## src/design/usu_pkg.sv

```systemverilog
/*
 * usu_pkg: constants shared by the serial unit control block.
 * Assumes an 8-bit register port and a 100 MHz system clock.
 */
package usu_pkg;

	// ==================================================================
	// register map
	localparam logic [7:0] ADDR_CTRL   = 8'hB8; // serial_unit_control
	localparam logic [7:0] ADDR_STATUS = 8'hB9; // flags and counter
	localparam logic [7:0] ADDR_PORT   = 8'hBA; // pin port values
	localparam logic [7:0] ADDR_DIR    = 8'hBB; // pin directions

	// ==================================================================
	// control register fields
	localparam int CTRL_START_IE  = 7;
	localparam int CTRL_OVF_IE    = 6;
	localparam int CTRL_WM_HI     = 5;
	localparam int CTRL_WM_LO     = 4;
	localparam int CTRL_CS_HI     = 3;
	localparam int CTRL_CS_LO     = 2;
	localparam int CTRL_CLK_STB   = 1;
	localparam int CTRL_TOGGLE    = 0;

	// ==================================================================
	// status register fields
	localparam int STAT_START_FLAG = 7;
	localparam int STAT_OVF_FLAG   = 6;
	localparam int STAT_CNT_HI     = 3;

	// ==================================================================
	// port and direction register fields
	localparam int PIN_DOUT = 0; // data-out pin
	localparam int PIN_DIN  = 1; // data-in / two-wire data pin
	localparam int PIN_SCK  = 2; // serial clock pin

	// ==================================================================
	// reset values and widths
	localparam logic [7:0] CTRL_RESET   = 8'h00;
	localparam logic [3:0] CNT_RESET    = 4'h0;
	localparam logic [3:0] CNT_MAX      = 4'hF;
	localparam logic [2:0] PINS_RESET   = 3'h0;
	localparam logic [7:0] READ_UNMAPPED = 8'h00;

	// ==================================================================
	// wire modes and clock sources
	typedef enum logic [1:0] {
		WM_OFF, WM_THREE, WM_TWO, WM_TWO_HOLD
	} usu_wire_mode_type;

	typedef enum logic [1:0] {
		CS_SOFT, CS_TIMER, CS_EXT_POS, CS_EXT_NEG
	} usu_clk_src_type;

endpackage : usu_pkg

```

## src/design/usu_pin_if.sv

```systemverilog
/*
 * usu_pin_if: synchronised pin levels and edges, passed from the
 * pin synchroniser to the control block. Same clock on both sides.
 */
`timescale 1ns/100ps
`default_nettype none

interface usu_pin_if;
	logic scl_lvl;  // synchronised clock pin level
	logic sda_lvl;  // synchronised data-in pin level
	logic scl_rise; // one-cycle pulse
	logic scl_fall; // one-cycle pulse
	logic sda_fall; // one-cycle pulse

	modport sync (output scl_lvl, sda_lvl, scl_rise, scl_fall, sda_fall);
	modport user (input  scl_lvl, sda_lvl, scl_rise, scl_fall, sda_fall);
endinterface : usu_pin_if

`default_nettype wire

```

## src/design/usu_pin_sync.sv

```systemverilog
/*
 * usu_pin_sync: two-flop synchronisers and edge detectors for the
 * serial clock pin and the data-in pin.
 * Assumes pin levels arrive asynchronously to i_clk_sys.
 */
`timescale 1ns/100ps
`default_nettype none

module usu_pin_sync (
	input  wire logic i_clk_sys, // system clock
	input  wire logic i_rst,     // synchronous reset, high
	input  wire logic i_scl_pin, // raw clock pin level
	input  wire logic i_sda_pin, // raw data-in pin level
	usu_pin_if.sync   pins       // synchronised levels and edges
);

	logic [1:0] scl_meta_q;
	logic [1:0] sda_meta_q;
	logic       scl_prev_q;
	logic       sda_prev_q;

	// ==================================================================
	// synchronisers: stage 0 is read only by stage 1; no reset, so
	// every stage already holds the idle pin level when reset ends
	// and no false edge follows the release
	always_ff @(posedge i_clk_sys) begin
		scl_meta_q <= {scl_meta_q[0], i_scl_pin};
		sda_meta_q <= {sda_meta_q[0], i_sda_pin};
		scl_prev_q <= scl_meta_q[1];
		sda_prev_q <= sda_meta_q[1];
	end

	// edges compare the settled stage with one cycle older; masked
	// during reset while the stages may still be filling
	assign pins.scl_lvl  = scl_meta_q[1];
	assign pins.sda_lvl  = sda_meta_q[1];
	assign pins.scl_rise = scl_meta_q[1] & ~scl_prev_q & ~i_rst;
	assign pins.scl_fall = ~scl_meta_q[1] & scl_prev_q & ~i_rst;
	assign pins.sda_fall = ~sda_meta_q[1] & sda_prev_q & ~i_rst;

endmodule : usu_pin_sync

`default_nettype wire

```

## src/design/usu_control.sv

```systemverilog
/*
 * usu_control: control side of a universal serial unit - transfer
 * counter, clock source selection, interrupt enables, wire modes,
 * start and overflow clock holds, and pin drive for three pins.
 * Assumes a register master on the same clock, a shift register
 * outside this block (its MSB comes in, its shift tick goes out),
 * and a wire-level bus model that resolves the open-drain enables.
 */
// The plain strobed port was left to the implementer.
// What this block does
// - counter readable and writable by software at any time
// - counter steps once per tick from selected clock source
// - external source plus clock strobe set: toggle strobe writes tick
// - external clock pin ticks the counter even with outputs off
// - control register layout as listed, all bits reset to zero
// - start enable passes a pending start flag out at once
// - overflow enable passes a pending overflow flag out at once
// - wire mode affects outputs and the start detector; inputs always keep working
// - wire mode zero: outputs and hold off, any pin clock edge sets start flag when the pin clocks the counter; plain port
// - three-wire: shift output replaces port on data-out pin
// - two-wire: data and clock open drain, enabled by direction bits
// - two-wire data pulled low if shift output or port bit zero
// - two-wire clock pulled low if port bit zero or start hold
// - start seen with clock driver on holds clock until flag cleared
// - two-wire disables pull-ups on data and clock pins
// - second two-wire mode also holds clock after counter overflow
// - overflow flag set when counter wraps from fifteen to zero
// - start flag cleared only by writing one; zero leaves it
// - clock source zero: clock strobe write ticks shift and counter
// - toggle strobe inverts clock port value regardless of direction
`timescale 1ns/100ps
`default_nettype none

module usu_control (
	input  wire logic       i_clk_sys,     // system clock, 100 MHz
	input  wire logic       i_rst,         // synchronous reset, high
	input  wire logic [7:0] i_addr,        // register address
	input  wire logic [7:0] i_wdata,       // register write data
	input  wire logic       i_wr,          // write strobe
	input  wire logic       i_rd,          // read strobe
	output logic      [7:0] o_rdata,       // read data, cycle after
	input  wire logic       i_global_ie,   // global interrupt enable
	input  wire logic       i_timer_match, // timer compare pulse
	input  wire logic       i_shift_msb,   // shift register bit 7
	input  wire logic       i_scl_pin,     // clock pin level
	input  wire logic       i_sda_pin,     // data-in pin level
	output logic            o_shift_tick,  // shift register clock
	output logic            o_start_irq,   // start interrupt request
	output logic            o_ovf_irq,     // overflow interrupt req
	output logic            o_dout_o,      // data-out pin value
	output logic            o_dout_oe,     // data-out pin enable
	output logic            o_dout_pu,     // data-out pin pull-up
	output logic            o_sda_o,       // data pin value
	output logic            o_sda_oe,      // data pin enable
	output logic            o_sda_pu,      // data pin pull-up
	output logic            o_scl_o,       // clock pin value
	output logic            o_scl_oe,      // clock pin enable
	output logic            o_scl_pu       // clock pin pull-up
);

	// ==================================================================
	// pin synchroniser
	usu_pin_if pins ();

	usu_pin_sync u_sync (
		.i_clk_sys (i_clk_sys),
		.i_rst     (i_rst),
		.i_scl_pin (i_scl_pin),
		.i_sda_pin (i_sda_pin),
		.pins      (pins)
	);

	// ==================================================================
	// state
	logic                       start_ie_q;
	logic                       ovf_ie_q;
	usu_pkg::usu_wire_mode_type wire_mode_q;
	usu_pkg::usu_clk_src_type   clk_src_q;
	logic                       clk_sel_q;
	logic [3:0]                 cnt_q;
	logic [3:0]                 cnt_d;
	logic                       start_flag_q;
	logic                       ovf_flag_q;
	logic [2:0]                 port_q;
	logic [2:0]                 dir_q;

	// ==================================================================
	// register decode
	logic wr_ctrl;
	logic wr_status;
	logic wr_port;
	logic wr_dir;
	logic clk_strobe_wr;
	logic toggle_wr;

	assign wr_ctrl   = i_wr && (i_addr == usu_pkg::ADDR_CTRL);
	assign wr_status = i_wr && (i_addr == usu_pkg::ADDR_STATUS);
	assign wr_port   = i_wr && (i_addr == usu_pkg::ADDR_PORT);
	assign wr_dir    = i_wr && (i_addr == usu_pkg::ADDR_DIR);

	// strobes act only in the cycle of the write itself
	assign clk_strobe_wr = wr_ctrl && i_wdata[usu_pkg::CTRL_CLK_STB];
	assign toggle_wr     = wr_ctrl && i_wdata[usu_pkg::CTRL_TOGGLE];

	// ==================================================================
	// mode decode
	logic two_wire;
	logic ext_src;

	assign two_wire = (wire_mode_q == usu_pkg::WM_TWO) ||
		(wire_mode_q == usu_pkg::WM_TWO_HOLD);
	assign ext_src  = (clk_src_q == usu_pkg::CS_EXT_POS) ||
		(clk_src_q == usu_pkg::CS_EXT_NEG);

	// ==================================================================
	// counter clock source; the clock pin is read in every wire mode
	// because the synchroniser sits before any mode gating
	logic cnt_tick;

	always_comb begin
		cnt_tick = 1'b0;
		case (clk_src_q)
			usu_pkg::CS_SOFT: begin
				cnt_tick = clk_strobe_wr;
			end
			usu_pkg::CS_TIMER: begin
				cnt_tick = i_timer_match;
			end
			usu_pkg::CS_EXT_POS, usu_pkg::CS_EXT_NEG: begin
				if (clk_sel_q) begin
					cnt_tick = toggle_wr;
				end else begin
					cnt_tick = pins.scl_rise | pins.scl_fall;
				end
			end
			default: begin
				cnt_tick = 1'b0;
			end
		endcase
	end

	// ==================================================================
	// shift register clock: one edge only for external sources
	logic shift_tick;

	always_comb begin
		shift_tick = 1'b0;
		case (clk_src_q)
			usu_pkg::CS_SOFT: begin
				shift_tick = clk_strobe_wr;
			end
			usu_pkg::CS_TIMER: begin
				shift_tick = i_timer_match;
			end
			usu_pkg::CS_EXT_POS: begin
				shift_tick = pins.scl_rise;
			end
			usu_pkg::CS_EXT_NEG: begin
				shift_tick = pins.scl_fall;
			end
			default: begin
				shift_tick = 1'b0;
			end
		endcase
	end

	// ==================================================================
	// control register; clock strobe bit is kept as the select
	// for external sources but always reads back as zero
	always_ff @(posedge i_clk_sys) begin
		if (i_rst) begin
			start_ie_q  <= usu_pkg::CTRL_RESET[usu_pkg::CTRL_START_IE];
			ovf_ie_q    <= usu_pkg::CTRL_RESET[usu_pkg::CTRL_OVF_IE];
			wire_mode_q <= usu_pkg::WM_OFF;
			clk_src_q   <= usu_pkg::CS_SOFT;
			clk_sel_q   <= usu_pkg::CTRL_RESET[usu_pkg::CTRL_CLK_STB];
		end else if (wr_ctrl) begin
			start_ie_q  <= i_wdata[usu_pkg::CTRL_START_IE];
			ovf_ie_q    <= i_wdata[usu_pkg::CTRL_OVF_IE];
			wire_mode_q <= usu_pkg::usu_wire_mode_type'(
				i_wdata[usu_pkg::CTRL_WM_HI:usu_pkg::CTRL_WM_LO]);
			clk_src_q   <= usu_pkg::usu_clk_src_type'(
				i_wdata[usu_pkg::CTRL_CS_HI:usu_pkg::CTRL_CS_LO]);
			clk_sel_q   <= i_wdata[usu_pkg::CTRL_CLK_STB];
		end
	end

	// ==================================================================
	// transfer counter: a software write wins over a tick
	always_comb begin
		cnt_d = cnt_q;
		if (wr_status) begin
			cnt_d = i_wdata[usu_pkg::STAT_CNT_HI:0];
		end else if (cnt_tick) begin
			cnt_d = cnt_q + 4'h1;
		end
	end

	always_ff @(posedge i_clk_sys) begin
		if (i_rst) begin
			cnt_q <= usu_pkg::CNT_RESET;
		end else begin
			cnt_q <= cnt_d;
		end
	end

	// ==================================================================
	// overflow flag: set on wrap, write one clears, a status write blocks the set
	logic ovf_set;

	assign ovf_set = !wr_status && cnt_tick &&
		(cnt_q == usu_pkg::CNT_MAX);

	always_ff @(posedge i_clk_sys) begin
		if (i_rst) begin
			ovf_flag_q <= 1'b0;
		end else if (ovf_set) begin
			ovf_flag_q <= 1'b1;
		end else if (wr_status && i_wdata[usu_pkg::STAT_OVF_FLAG]) begin
			ovf_flag_q <= 1'b0;
		end
	end

	// ==================================================================
	// start detector: data falls while clock is high, two-wire only;
	// outside two-wire any clock edge sets it when the pin clocks
	logic start_set;

	always_comb begin
		start_set = 1'b0;
		if (two_wire) begin
			start_set = pins.sda_fall && pins.scl_lvl;
		end else if (ext_src && !clk_sel_q) begin
			start_set = pins.scl_rise | pins.scl_fall;
		end
	end

	always_ff @(posedge i_clk_sys) begin
		if (i_rst) begin
			start_flag_q <= 1'b0;
		end else if (start_set) begin
			start_flag_q <= 1'b1;
		end else if (wr_status &&
				i_wdata[usu_pkg::STAT_START_FLAG]) begin
			start_flag_q <= 1'b0;
		end
	end

	// ==================================================================
	// port and direction registers; the toggle strobe flips the
	// clock port bit whatever its direction, a port write in the
	// same cycle as a toggle takes the toggled written value
	logic [2:0] port_wval;

	always_comb begin
		port_wval = wr_port ? i_wdata[2:0] : port_q;
		if (toggle_wr) begin
			port_wval[usu_pkg::PIN_SCK] = ~port_wval[usu_pkg::PIN_SCK];
		end
	end

	always_ff @(posedge i_clk_sys) begin
		if (i_rst) begin
			port_q <= usu_pkg::PINS_RESET;
		end else begin
			port_q <= port_wval;
		end
	end

	always_ff @(posedge i_clk_sys) begin
		if (i_rst) begin
			dir_q <= usu_pkg::PINS_RESET;
		end else if (wr_dir) begin
			dir_q <= i_wdata[2:0];
		end
	end

	// ==================================================================
	// clock holds: start hold in both two-wire modes, overflow hold
	// only in the second one; clearing the flag releases the line
	logic start_hold;
	logic ovf_hold;
	logic scl_low;
	logic sda_low;

	assign start_hold = two_wire && start_flag_q;
	assign ovf_hold   = (wire_mode_q == usu_pkg::WM_TWO_HOLD) &&
		ovf_flag_q;
	assign scl_low    = !port_q[usu_pkg::PIN_SCK] ||
		start_hold || ovf_hold;
	assign sda_low    = !i_shift_msb || !port_q[usu_pkg::PIN_DIN];

	// ==================================================================
	// pin drive, registered so that every output comes from a flop
	always_ff @(posedge i_clk_sys) begin
		if (i_rst) begin
			o_dout_o  <= 1'b0;
			o_dout_oe <= 1'b0;
			o_dout_pu <= 1'b0;
			o_sda_o   <= 1'b0;
			o_sda_oe  <= 1'b0;
			o_sda_pu  <= 1'b0;
			o_scl_o   <= 1'b0;
			o_scl_oe  <= 1'b0;
			o_scl_pu  <= 1'b0;
		end else begin
			case (wire_mode_q)
				usu_pkg::WM_THREE: begin
					// shift MSB overrides port value, direction still rules
					o_dout_o  <= i_shift_msb;
					o_dout_oe <= dir_q[usu_pkg::PIN_DOUT];
					o_dout_pu <= !dir_q[usu_pkg::PIN_DOUT] &&
						port_q[usu_pkg::PIN_DOUT];
					o_sda_o   <= port_q[usu_pkg::PIN_DIN];
					o_sda_oe  <= dir_q[usu_pkg::PIN_DIN];
					o_sda_pu  <= !dir_q[usu_pkg::PIN_DIN] &&
						port_q[usu_pkg::PIN_DIN];
					o_scl_o   <= port_q[usu_pkg::PIN_SCK];
					o_scl_oe  <= dir_q[usu_pkg::PIN_SCK];
					o_scl_pu  <= !dir_q[usu_pkg::PIN_SCK] &&
						port_q[usu_pkg::PIN_SCK];
				end
				usu_pkg::WM_TWO, usu_pkg::WM_TWO_HOLD: begin
					// data and clock open drain: only ever drive low, never pull up; data-out stays a plain port pin
					o_dout_o  <= port_q[usu_pkg::PIN_DOUT];
					o_dout_oe <= dir_q[usu_pkg::PIN_DOUT];
					o_dout_pu <= !dir_q[usu_pkg::PIN_DOUT] &&
						port_q[usu_pkg::PIN_DOUT];
					o_sda_o   <= 1'b0;
					o_sda_oe  <= dir_q[usu_pkg::PIN_DIN] && sda_low;
					o_sda_pu  <= 1'b0;
					o_scl_o   <= 1'b0;
					o_scl_oe  <= dir_q[usu_pkg::PIN_SCK] && scl_low;
					o_scl_pu  <= 1'b0;
				end
				default: begin
					// outputs off: all three are plain port pins
					o_dout_o  <= port_q[usu_pkg::PIN_DOUT];
					o_dout_oe <= dir_q[usu_pkg::PIN_DOUT];
					o_dout_pu <= !dir_q[usu_pkg::PIN_DOUT] &&
						port_q[usu_pkg::PIN_DOUT];
					o_sda_o   <= port_q[usu_pkg::PIN_DIN];
					o_sda_oe  <= dir_q[usu_pkg::PIN_DIN];
					o_sda_pu  <= !dir_q[usu_pkg::PIN_DIN] &&
						port_q[usu_pkg::PIN_DIN];
					o_scl_o   <= port_q[usu_pkg::PIN_SCK];
					o_scl_oe  <= dir_q[usu_pkg::PIN_SCK];
					o_scl_pu  <= !dir_q[usu_pkg::PIN_SCK] &&
						port_q[usu_pkg::PIN_SCK];
				end
			endcase
		end
	end

	// ==================================================================
	// shift tick and interrupt requests; a pending flag goes out as
	// soon as its enable and the global enable are both high
	always_ff @(posedge i_clk_sys) begin
		if (i_rst) begin
			o_shift_tick <= 1'b0;
			o_start_irq  <= 1'b0;
			o_ovf_irq    <= 1'b0;
		end else begin
			o_shift_tick <= shift_tick;
			o_start_irq  <= start_flag_q && start_ie_q && i_global_ie;
			o_ovf_irq    <= ovf_flag_q && ovf_ie_q && i_global_ie;
		end
	end

	// ==================================================================
	// read path: data stand only in the cycle after the strobe
	logic [7:0] rd_mux;

	always_comb begin
		rd_mux = usu_pkg::READ_UNMAPPED;
		case (i_addr)
			usu_pkg::ADDR_CTRL: begin
				// strobe bits always read back as zero
				rd_mux = {start_ie_q, ovf_ie_q, wire_mode_q,
					clk_src_q, 2'h0};
			end
			usu_pkg::ADDR_STATUS: begin
				rd_mux = {start_flag_q, ovf_flag_q, 2'h0, cnt_q};
			end
			usu_pkg::ADDR_PORT: begin
				rd_mux = {5'h00, port_q};
			end
			usu_pkg::ADDR_DIR: begin
				rd_mux = {5'h00, dir_q};
			end
			default: begin
				rd_mux = usu_pkg::READ_UNMAPPED;
			end
		endcase
	end

	always_ff @(posedge i_clk_sys) begin
		if (i_rst) begin
			o_rdata <= usu_pkg::READ_UNMAPPED;
		end else if (i_rd) begin
			o_rdata <= rd_mux;
		end else begin
			o_rdata <= usu_pkg::READ_UNMAPPED;
		end
	end

endmodule : usu_control

`default_nettype wire

```

## config.mk

```make
export PLATFORM = sky130hd
export DESIGN_NAME = usu_control
export DESIGN_NICKNAME = d
export VERILOG_FILES = /design/src/design/usu_pkg.sv /design/src/design/usu_pin_if.sv /design/src/design/usu_pin_sync.sv /design/src/design/usu_control.sv
export SDC_FILE = /design/constraint.sdc
export NUM_CORES = 1
export LEC_CHECK = 0
export BUFFER_PORTS_ARGS = -buffer_cell sky130_fd_sc_hd__clkbuf_2
export CORE_ASPECT_RATIO = 1.1
export CORE_MARGIN = 2
export CORE_UTILIZATION = 45
export CTS_BUF_LIST = sky130_fd_sc_hd__clkbuf_2
export DETAILED_ROUTE_END_ITERATION = 12
export PLACE_DENSITY_LB_ADDON = 0.05
export SETUP_SLACK_MARGIN = 0.2
export SLEW_MARGIN = 40
export SYNTH_ARGS = -nofsm -noshare
export SYNTH_HDL_FRONTEND = slang
export SYNTH_HIERARCHICAL = 1
export SYNTH_SLANG_ARGS = --single-unit
```

## constraint.sdc

```tcl
create_clock -name i_clk_sys -period 3 [get_ports i_clk_sys]
set_clock_uncertainty 0.2 [all_clocks]
set_input_delay 0.3 -clock i_clk_sys [delete_from_list [all_inputs] [get_ports i_clk_sys]]
set_output_delay 0.3 -clock i_clk_sys [all_outputs]
set_load 0.03 [all_outputs]
```

Word level (Yosys, flattened, before mapping)
Index checks and enable logic that the tools add are counted.
{"block": "totals", "regBits": 45, "in_bits": 25, "output_inout_bits": 20, "word_cells": 114}
{"block": "op_classes", "n_addsub": 1, "n_eq_ne": 11, "n_mux": 17, "bitwise": 13, "reduce_logical": 44}
{"operator": "== test 8 bit (second input constant)", "count": 4}
{"operator": "one-hot mux 8 bit (4 select lines)", "count": 1}
{"operator": "logical AND 1 bit", "count": 23}
{"operator": "2-to-1 mux 1 bit", "count": 11}
{"operator": "== test 2 bit (second input constant)", "count": 4}
{"operator": "zero test 1 bit", "count": 8}
{"operator": "2-to-1 mux 4 bit", "count": 2}
{"operator": "AND 1 bit", "count": 6}
{"operator": "inverter 1 bit", "count": 6}
{"operator": "nonzero test 2 bit", "count": 3}
{"operator": "OR reduction 2 bit", "count": 3}
{"operator": "logical OR 1 bit", "count": 5}
{"operator": "adder 4 x 1 -> 4 bit (second input constant)", "count": 1}
{"operator": "== test 2 x 1 -> 1 bit (second input constant)", "count": 2}
{"operator": "== test 4 bit (second input constant)", "count": 1}
{"operator": "one-hot mux 1 bit (4 select lines)", "count": 1}
{"operator": "2-to-1 mux 3 bit", "count": 1}
{"operator": "one-hot mux 1 bit (3 select lines)", "count": 1}
{"operator": "OR reduction 3 bit", "count": 1}
{"operator": "zero test 2 bit", "count": 1}
{"operator": "OR 1 bit", "count": 1}

Depth between registers and ports, before layout
Gate-level depths: netlist of run 1.
{"block": "depth", "word_depth": 9, "mapped_depth": 7, "ltp_nobuf": 6}

Hierarchy
Netlist of run 1, hierarchy kept.
{"module": "usu_control", "n_inst": 1, "cells_each": 169, "area_per_inst_um2": 1595.3, "seq_area_each_um2": 780.7}
{"module": "usu_pin_sync", "n_inst": 1, "cells_each": 9, "area_per_inst_um2": 147.6, "seq_area_each_um2": 120.1}

Worst setup path after synthesis of run 1
Ideal clock, no wire load.
{"block": "synth_path", "path_kind": "input to register", "startpoint": "input port i_addr[6]", "endpoint": "register cnt_q[3]", "setup_ns": 0.091, "arrival_time_ns": 1.542, "t_required_ns": 2.709, "path_slack_ns": 1.167, "cell_stages": 6, "n_path_buf": 1, "path_cell_list": "and4b_2 -> and4_1 -> buf_6 -> a21oi_2 -> or3_1 -> a311oi_1"}
{"block": "synth_via", "elab_chain_len": 6, "word_cells_on_any_way": 10, "cone_classes": "eq/ne (2); mux (3); reduce/logical (5)"}
{"element": "from (decl)", "line": "usu_control.sv:37", "text": "input wire logic [7:0] i_addr,"}
{"element": "== test 8 bit", "line": "usu_control.sv:96", "text": "assign wr_ctrl = i_wr && (i_addr == usu_pkg::ADDR_CTRL);"}
{"element": "logical AND 1 bit", "line": "usu_control.sv:96"}
{"element": "logical AND 1 bit", "line": "usu_control.sv:103", "text": "assign toggle_wr = wr_ctrl && i_wdata[usu_pkg::CTRL_TOGGLE];"}
{"element": "2-to-1 mux 1 bit", "line": "usu_control.sv:130", "text": "if (clk_sel_q) begin"}
{"element": "one-hot mux 1 bit (3 select lines)", "line": "usu_control.sv:122", "text": "case (clk_src_q)"}
{"element": "nonzero test 2 bit (no source line)"}
{"element": "to (signal assigned)", "line": "usu_control.sv:201", "text": "cnt_q <= usu_pkg::CNT_RESET;"}
{"element": "to (signal assigned)", "line": "usu_control.sv:203", "text": "cnt_q <= cnt_d;"}
{"element": "to (decl)", "line": "usu_control.sv:80", "text": "logic [3:0] cnt_q;"}
Parallel ways exist; a longest one is shown, timed or not.
A chain may end at the register's enable or synchronous reset.

Worst setup path after layout of run 1
{"block": "layout_path", "startpoint": "input port i_wdata[1]", "endpoint": "register cnt_q[3]"}
{"block": "layout_via", "elab_chain_len": 3}
{"element": "from (decl)", "line": "usu_control.sv:38", "text": "input wire logic [7:0] i_wdata,"}
{"element": "logical AND 1 bit", "line": "usu_control.sv:102", "text": "assign clk_strobe_wr = wr_ctrl && i_wdata[usu_pkg::CTRL_CLK_STB];"}
{"element": "one-hot mux 1 bit (3 select lines)", "line": "usu_control.sv:122"}
{"element": "nonzero test 2 bit (no source line)"}
No other way between the ends.

==> results by group, run 1 <==
Status
  – Status: complete, no violations

GRT
  – Gr ovfl total: 0
  – Largest net degree at the start of global routing: 23
  – Vias in the first global route: around 1,400
  – Global-route wire length before repair: roughly 6.5 mm
  – Met3 Resource Use GR: under 10%
  – GR Util met1: between 20% and 30%
  – M2 GR Usage: 31.3%
  – Global-route layer with the greatest usage: met2
  – Antenna violations before repair: 0
  – Overall Global Routing Usage: 18.7%

Power
  – Pleak: approximately 0.9 nW
  – Power per cell area: around 430 nW/um2
  – Peak supply drop: ~240 uV

Yosys
  – Synth top area cells: dfxtp_1 (52%), mux2i_1 (6.9%), nand2_1 (5.2%)
  – Avg Inst Size Synth: between 9 and 10 um2
  – Sequential-to-total area share from yosys stat: 51.7%
  – Mapped Cells: between 150 and 200
  – Async S/R FF share, synth: 0%
  – Post-synth top area share: roughly half
  – Main synth FF type: dfxtp_1
  – Post-synth top area cell: dfxtp_1
  – Cell with the most instances after synthesis: dfxtp_1
  – Post-synth cell types: 46
  – Cell Area, Synth: 1740 um2
  – EDFF count, synth: 0
  – Synth Register Bits: between 40 and 50
  – Yosys warns: 6
  – Synth cell count leaders: dfxtp_1 (45), nand2_1 (24), nor2_1 (16), mux2i_1 (12), a21oi_1 (10)
  – Syn Nets: about 200

Place
  – Final HPWL DP: 2.73 mm
  – GPL Wtd Cong: between 0.8 and 0.9
  – Port bufs: 44
  – Inst Count DP: between 200 and 300

Timing
  – Min cycle time layout: 2010 ps
  – Setup violators final: 0
  – Worst Hold Slack: around 19 ps
  – Max Fclk: around 0.5 GHz
  – Slew @ Worst Pin: between 400 and 500 ps
  – Final worst-path cycle share: approximately 67%
  – Pins Over Slew Limit: 0
  – Unrepaired setup endpoints after global routing: no
  – Slew HR: 73.1%
  – Setup TNS: 0 ps
  – Final Hold Viols: 0

Route
  – Final ANT Viol Nets: 0
  – # DRC: 0
  – Initial DRT Pass Iterations: 4
  – Vias: about 1,500
  – Vias per cell: 5.20
  – Final wirelength: ~3.7 mm
  – First DRT Iteration DRCs: 55
  – DR WL/cell: 13.2 um

Critical path
  – CP delay by family, top: simple AND/OR/NAND/NOR gates
  – Worst R2R Setup Slack: 1000 ps
  – CP max FO: 5
  – Largest stage delay, worst path: between 500 and 600 ps
  – R2R cell count: 6
  – WP buf/inv: 2
  – Crit path capture type: flip-flop
  – Startpoint Class: input port
  – Slowest cell on crit path: dlygate4sd3_1
  – Worst Path Arrival: ~2200 ps
  – Reg-to-reg startpoint: u_sync/scl_meta_q[1]
  – Data required, critical path: 3140 ps
  – RR Endpoint: cnt_q[3]
  – Critical path class: input port to flip-flop
  – Crit-path cells: dlygate4sd3_1, clkbuf_2, or3b_1, nand2_1, a21oi_2, or3_1, a311oi_1

Min path
  – Hold Startpoint: i_addr[1]
  – Min-delay worst type: input port to flip-flop
  – Hold path depth: 3
  – Hold Path Sink: o_rdata[0]

Floorplanning
  – Die H: a little under 70 um
  – Die W: ~63 um
  – Die area: 4390 um2
  – # IOs: between 40 and 50
  – Starting Density: 47.3%
  – Placeable core area: around 3700 um2
  – Row cnt: 23

Final layout
  – Layout cell share with drive strength beyond 1: about a quarter
  – Final nets: 260
  – Layout Area Growth over Synthesis: 24.0%
  – Non-Filler Instances: between 200 and 300
  – # fillers: between 300 and 400
  – ANT cells: 0

CTS
  – PostCTS Resize Cnt: 0
  – TritonCTS clock tree: yes
  – H-tree lvl count: 2
  – Sink Count: 45
  – Worst-path clk slew: approximately 230 ps
  – Root buffer cell: clkbuf_2
  – Worst skew pair latency: 410 ps
  – Max clock buf depth: 2
  – Total CTS buffers: 5

Flow run
  – Max-cap violations: 0
[metal layers]
metal / share of wire, % / vias to the layer above / wire (um)
met2: 50 / 41 / 1890
met1: 43 / 696 / 1610
met3: 5.4 / 6 / 204
met4: 1.3 / 0 / 48
li1: - / 740 / -
met5: 0 / - / 0
[registers in the layout, summed over array words and instances, names as in the netlist, 2 cells and up]
name	cells
u_sync/sda_meta_q	2
u_sync/scl_meta_q	2
wire_mode_q	2
clk_src_q	2
port_q	3
o_rdata	8
cnt_q	4
dir_q	3
[power breakdown]
| group | leakage (nW) | internal, mW | switching, mW |
|---|---|---|---|
| logic | 0.526 | 0.0303 | 0.0278 |
| clock network | 0.0294 | 0.0589 | 0.196 |
| registers | 0.365 | 0.604 | 0.00214 |
| total | 0.920 | 0.693 | 0.226 |
[cells by family (layout without fill, tap and decap cells)]
| logic type | count (synthesis) | after routing | synth area share, % |
|---|---|---|---|
| buffers and inverters | 9 | 66 | 2.44 |
| multiplexers | 15 | 15 | 9.48 |
| adder cells (fa/ha/maj) | 1 | 1 | 0.718 |
| AO/OA/AOI/OAI | 24 | 24 | 9.05 |
| flip-flops | 45 | 45 | 51.7 |
| AND/OR/NAND/NOR | 83 | 83 | 26.1 |
| XOR/XNOR | 1 | 1 | 0.503 |
[final cells by class]
| cell class | count | area [um2] | share of cell area [%] |
|---|---|---|---|
| Sequential cell | 45 | 901 | 41.7 |
| Clock buffer | 5 | 25.0 | 1.16 |
| Tap cell | 50 | 62.6 | 2.90 |
| Multi-Input combinational cell | 124 | 800 | 37.0 |
| Clock inverter | 3 | 21.3 | 0.984 |
| Timing Repair Buffer | 57 | 348 | 16.1 |
| Inverter | 1 | 3.75 | 0.174 |
[cell usage in the layout, fill, tap and decap left out, drive strengths merged, types with 2 or more instances in the layout]
| master | instances |
|---|---|
| dfxtp | 45 |
| nand4 | 2 |
| or2 | 2 |
| and3 | 3 |
| nand4b | 2 |
| nor2b | 7 |
| nand3 | 4 |
| a311oi | 2 |
| mux2i | 12 |
| nor3 | 2 |
| a211oi | 2 |
| a21oi | 11 |
| nor2 | 16 |
| inv | 2 |
| nand2 | 24 |
| and4 | 2 |
| mux2 | 2 |
| a22oi | 2 |
| dlygate4sd3 | 12 |
| nor3b | 10 |
| clkbuf | 49 |
[worst min-delay path: stages]
cell and delay, ps:
clkbuf_2 160, a22oi_1 80, nor2_1 80
[how the worst max path moves through the flow]
stage	startpoint	end	slack, ps	cells after the start
after global placement	i_addr[0]	cnt_q[3]	880	6
after CTS	u_sync/scl_meta_q[1]	cnt_q[3]	980	6
after detailed placement	i_addr[0]	cnt_q[3]	840	6
final	i_wdata[1]	cnt_q[3]	990	7
after floorplan	i_addr[6]	cnt_q[3]	1170	6
after global routing	u_sync/scl_meta_q[1]	cnt_q[3]	780	6
[through the flow]
stage               worst slack [ps]  util (%)  power [mW]  cell area, um2
finish                           986      58.7       0.920            2160
global route                     780      58.7       0.964            2160
CTS                              982      58.4       0.930            2150
detailed placement               838      54.1       0.663            1990
global placement                 878      54.1       0.662            1990
floorplan                       1170         -       0.638            1740
[what timing repair did]
item                       CTS  global route
hold endpoints to repair    21             1
hold buffers                11             1
setup buffers                0             0
setup endpoints to repair    0             0
(Power assumes the default switching activity.)
==> run 2: changes to the inputs <==
clock period = 1.9 ns   (was 3 ns; I/O delays follow)
==> run 2 against run 1 <==
Compared with the run above: largest cell class unchanged; critical path depth down 2; final area up 14%; hold slack better by 49 ps; clock power up 55%; setup slack worse by 830 ps; first-iteration DRC count down 22%; routed wire length up 14%; largest power group unchanged.
==> results by group, run 2 (synthesized netlist as in run 1, its figures left out) <==
Final layout
  – Max reg flops: 8 (unchanged)
  – ANT cells: 0 (unchanged)
  – Non-Filler Instances: 309 (+8.4%)
  – Layout cell share with drive strength beyond 1: 35.1% (+8.8 points)
  – # fillers: 322 (-15%)
  – Commonest non-fill, non-tap cells in the layout: clkbuf_2 (49), dfxtp_1 (38), dlygate4sd3_1 (24)
  – Most common cell after layout, fill and taps aside: clkbuf_2
  – Layout Area Growth over Synthesis: 41.0%
  – Top reg by flops: o_rdata
  – Post-route cell area: 2460 um2 (+14%)
  – Largest regs: o_rdata: 8 flops, cnt_q: 4 flops
  – Final nets: 284 (+9.2%)
  – Final Core Density: 66.7% (+8.1 points)

Floorplanning
  – Placeable core area: 3680 um2 (unchanged)
  – Starting Density: 47.3% (unchanged)
  – Row cnt: 23 (unchanged)
  – Die H: 69.3 um (unchanged)
  – Die area: 4390 um2 (unchanged)
  – # IOs: 45 (unchanged)
  – Die W: 63.3 um (unchanged)

GRT
  – Gr ovfl total: 0 (unchanged)
  – Global-route wire length before repair: 6.88 mm (+6.0%)
  – Overall Global Routing Usage: 19.8% (+1.1 points)
  – Largest net degree at the start of global routing: 23 (unchanged)
  – Met3 Resource Use GR: 4.71% (-0.65 points)
  – GR Util met1: 23.9% (+1.5 points)
  – M2 GR Usage: 34.6% (+3.3 points)
  – Global-route layer with the greatest usage: met2
  – Antenna violations before repair: 0 (unchanged)
  – Vias in the first global route: 1,518 (+5.2%)

Critical path
  – Critical path class: flip-flop to flip-flop
  – Crit path capture type: flip-flop
  – Startpoint Class: flip-flop
  – Data required, critical path: 2030 ps (-1110 ps)
  – Worst Path Arrival: 1870 ps (-280 ps)
  – CP max FO: 5 (unchanged)
  – RR Endpoint: cnt_q[3]
  – Worst R2R Setup Slack: 150 ps (-850 ps)
  – R2R cell count: 5 (-1)
  – Reg-to-reg startpoint: clk_src_q[1]

Min path
  – Hold Startpoint: i_addr[0]
  – Hold path depth: 4 (+1)
  – Min-delay worst type: input port to flip-flop
  – Hold Path Sink: o_rdata[7]

Place
  – GPL Wtd Cong: 0.855 (-2.8%)
  – Placed inst area: 2080 um2 (+4.1%)
  – Port bufs: 44 (unchanged)
  – Dpl ws: 88.4 ps (-750 ps)
  – Inst Count DP: 272 (+2.6%)
  – Final HPWL DP: 2.83 mm (+3.4%)

Route
  – Vias per cell: 5.21 (about the same)
  – Initial DRT Pass Iterations: 4 (unchanged)
  – # DRC: 0 (unchanged)
  – Vias: 1,609 (+8.5%)
  – First DRT Iteration DRCs: 43 (-22%)
  – DR WL/cell: 13.8 um (+5.0%)
  – Final ANT Viol Nets: 0 (unchanged)
  – Final wirelength: 4.27 mm (+14%)

Timing
  – Setup violators final: 0 (unchanged)
  – Max Fclk: approximately 0.57 GHz
  – Min cycle time layout: about 1700 ps
  – Final worst-path cycle share: 91.8%
  – Slew @ Worst Pin: 307 ps (-96.1 ps)
  – Final Hold Viols: 0 (unchanged)
  – Pins Over Slew Limit: 0 (unchanged)
  – Setup TNS: 0 ps (unchanged)
  – Worst Hold Slack: 68.0 ps (+48.9 ps)
  – Setup ws final: 155 ps (-831 ps)
  – Unrepaired setup endpoints after global routing: yes
  – Slew HR: 79.5% (+6.4 points)

CTS
  – H-tree lvl count: 2 (unchanged)
  – Root buffer cell: clkbuf_2
  – Sink Count: 45 (unchanged)
  – TritonCTS clock tree: yes
  – Worst-path clk slew: 220 ps (about the same)
  – Worst skew pair latency: 390 ps (-20 ps)
  – Total CTS buffers: 5 (unchanged)
  – Max clock buf depth: 2 (unchanged)

Power
  – Power per cell area: 598 nW/um2 (+41%)
  – Pwr Total: 1.47 mW (+60%)
  – Pleak: 1.08 nW (+17%)
  – Peak supply drop: 483 uV (+100%)

Status
  – Status: complete, no violations

Flow run
  – Max-cap violations: 0 (unchanged)
## run 2: changes by cell type in the layout (fill, tap and decap cells not counted), moves of 2 or more
cell and change:
nor3b_1 -2, dfxtp_2 +5, nand2_1 -2, dfxtp_4 +2, nor3b_4 +2, dfxtp_1 -7, clkinv_4 +2, dlygate4sd3_1 +12
buf_4 +12
## run 2: what timing repair did
action	4_1_cts	5_1_grt
pin swaps	4	3
endpoints found under the setup margin	3	10
resized for setup	4	14
hold buffers	24	0
setup buffers	1	4
endpoints found under the hold margin	33	0
## run 2: where the power goes
group | switching, mW | leakage (nW) | internal (mW) | total (mW)
combinational | 0.0523 | 0.680 | 0.0659 | 0.118
clock | 0.301 | 0.0329 | 0.0940 | 0.395
sequential | 0.00487 | 0.368 | 0.952 | 0.957
total | 0.358 | 1.08 | 1.11 | 1.47
## run 2: area by class of cell
type | count | area [um2] | share of cell area, %
inverter | 1 | 3.75 | 0.153
sequential | 45 | 915 | 37.2
tap | 50 | 62.6 | 2.55
clock buffer | 5 | 25.0 | 1.02
timing repair buffer | 81 | 558 | 22.7
clock inverter | 3 | 22.5 | 0.916
multi-input combinational | 124 | 871 | 35.4
## run 2: worst max-delay path by stage
stage / from / endpoint / depth (start not counted)
after floorplan: clk_src_q[0] / cnt_q[3] / 5
after global placement: i_addr[6] / cnt_q[3] / 6
after detailed placement: i_addr[6] / cnt_q[3] / 6
after CTS: clk_src_q[1] / cnt_q[3] / 5
after global routing: u_sync/scl_meta_q[1] / cnt_q[3] / 6
final: clk_src_q[1] / cnt_q[3] / 5
## run 2: per-layer routing
metal  routed length (um)  vias up  share of wire (%)
met5                    0        -                  0
met3                  177        4                4.1
li1                     -      790                  -
met1                 1840      767                 43
met4                   44        0                1.0
met2                 2200       48                 52
## run 2: critical path, cell delays in order, from the launching register on
cell      delay [ps]
dfxtp_4          390
or3b_4           370
nand2_2          100
a21oi_4           70
or3_1            320
a311oi_1         240
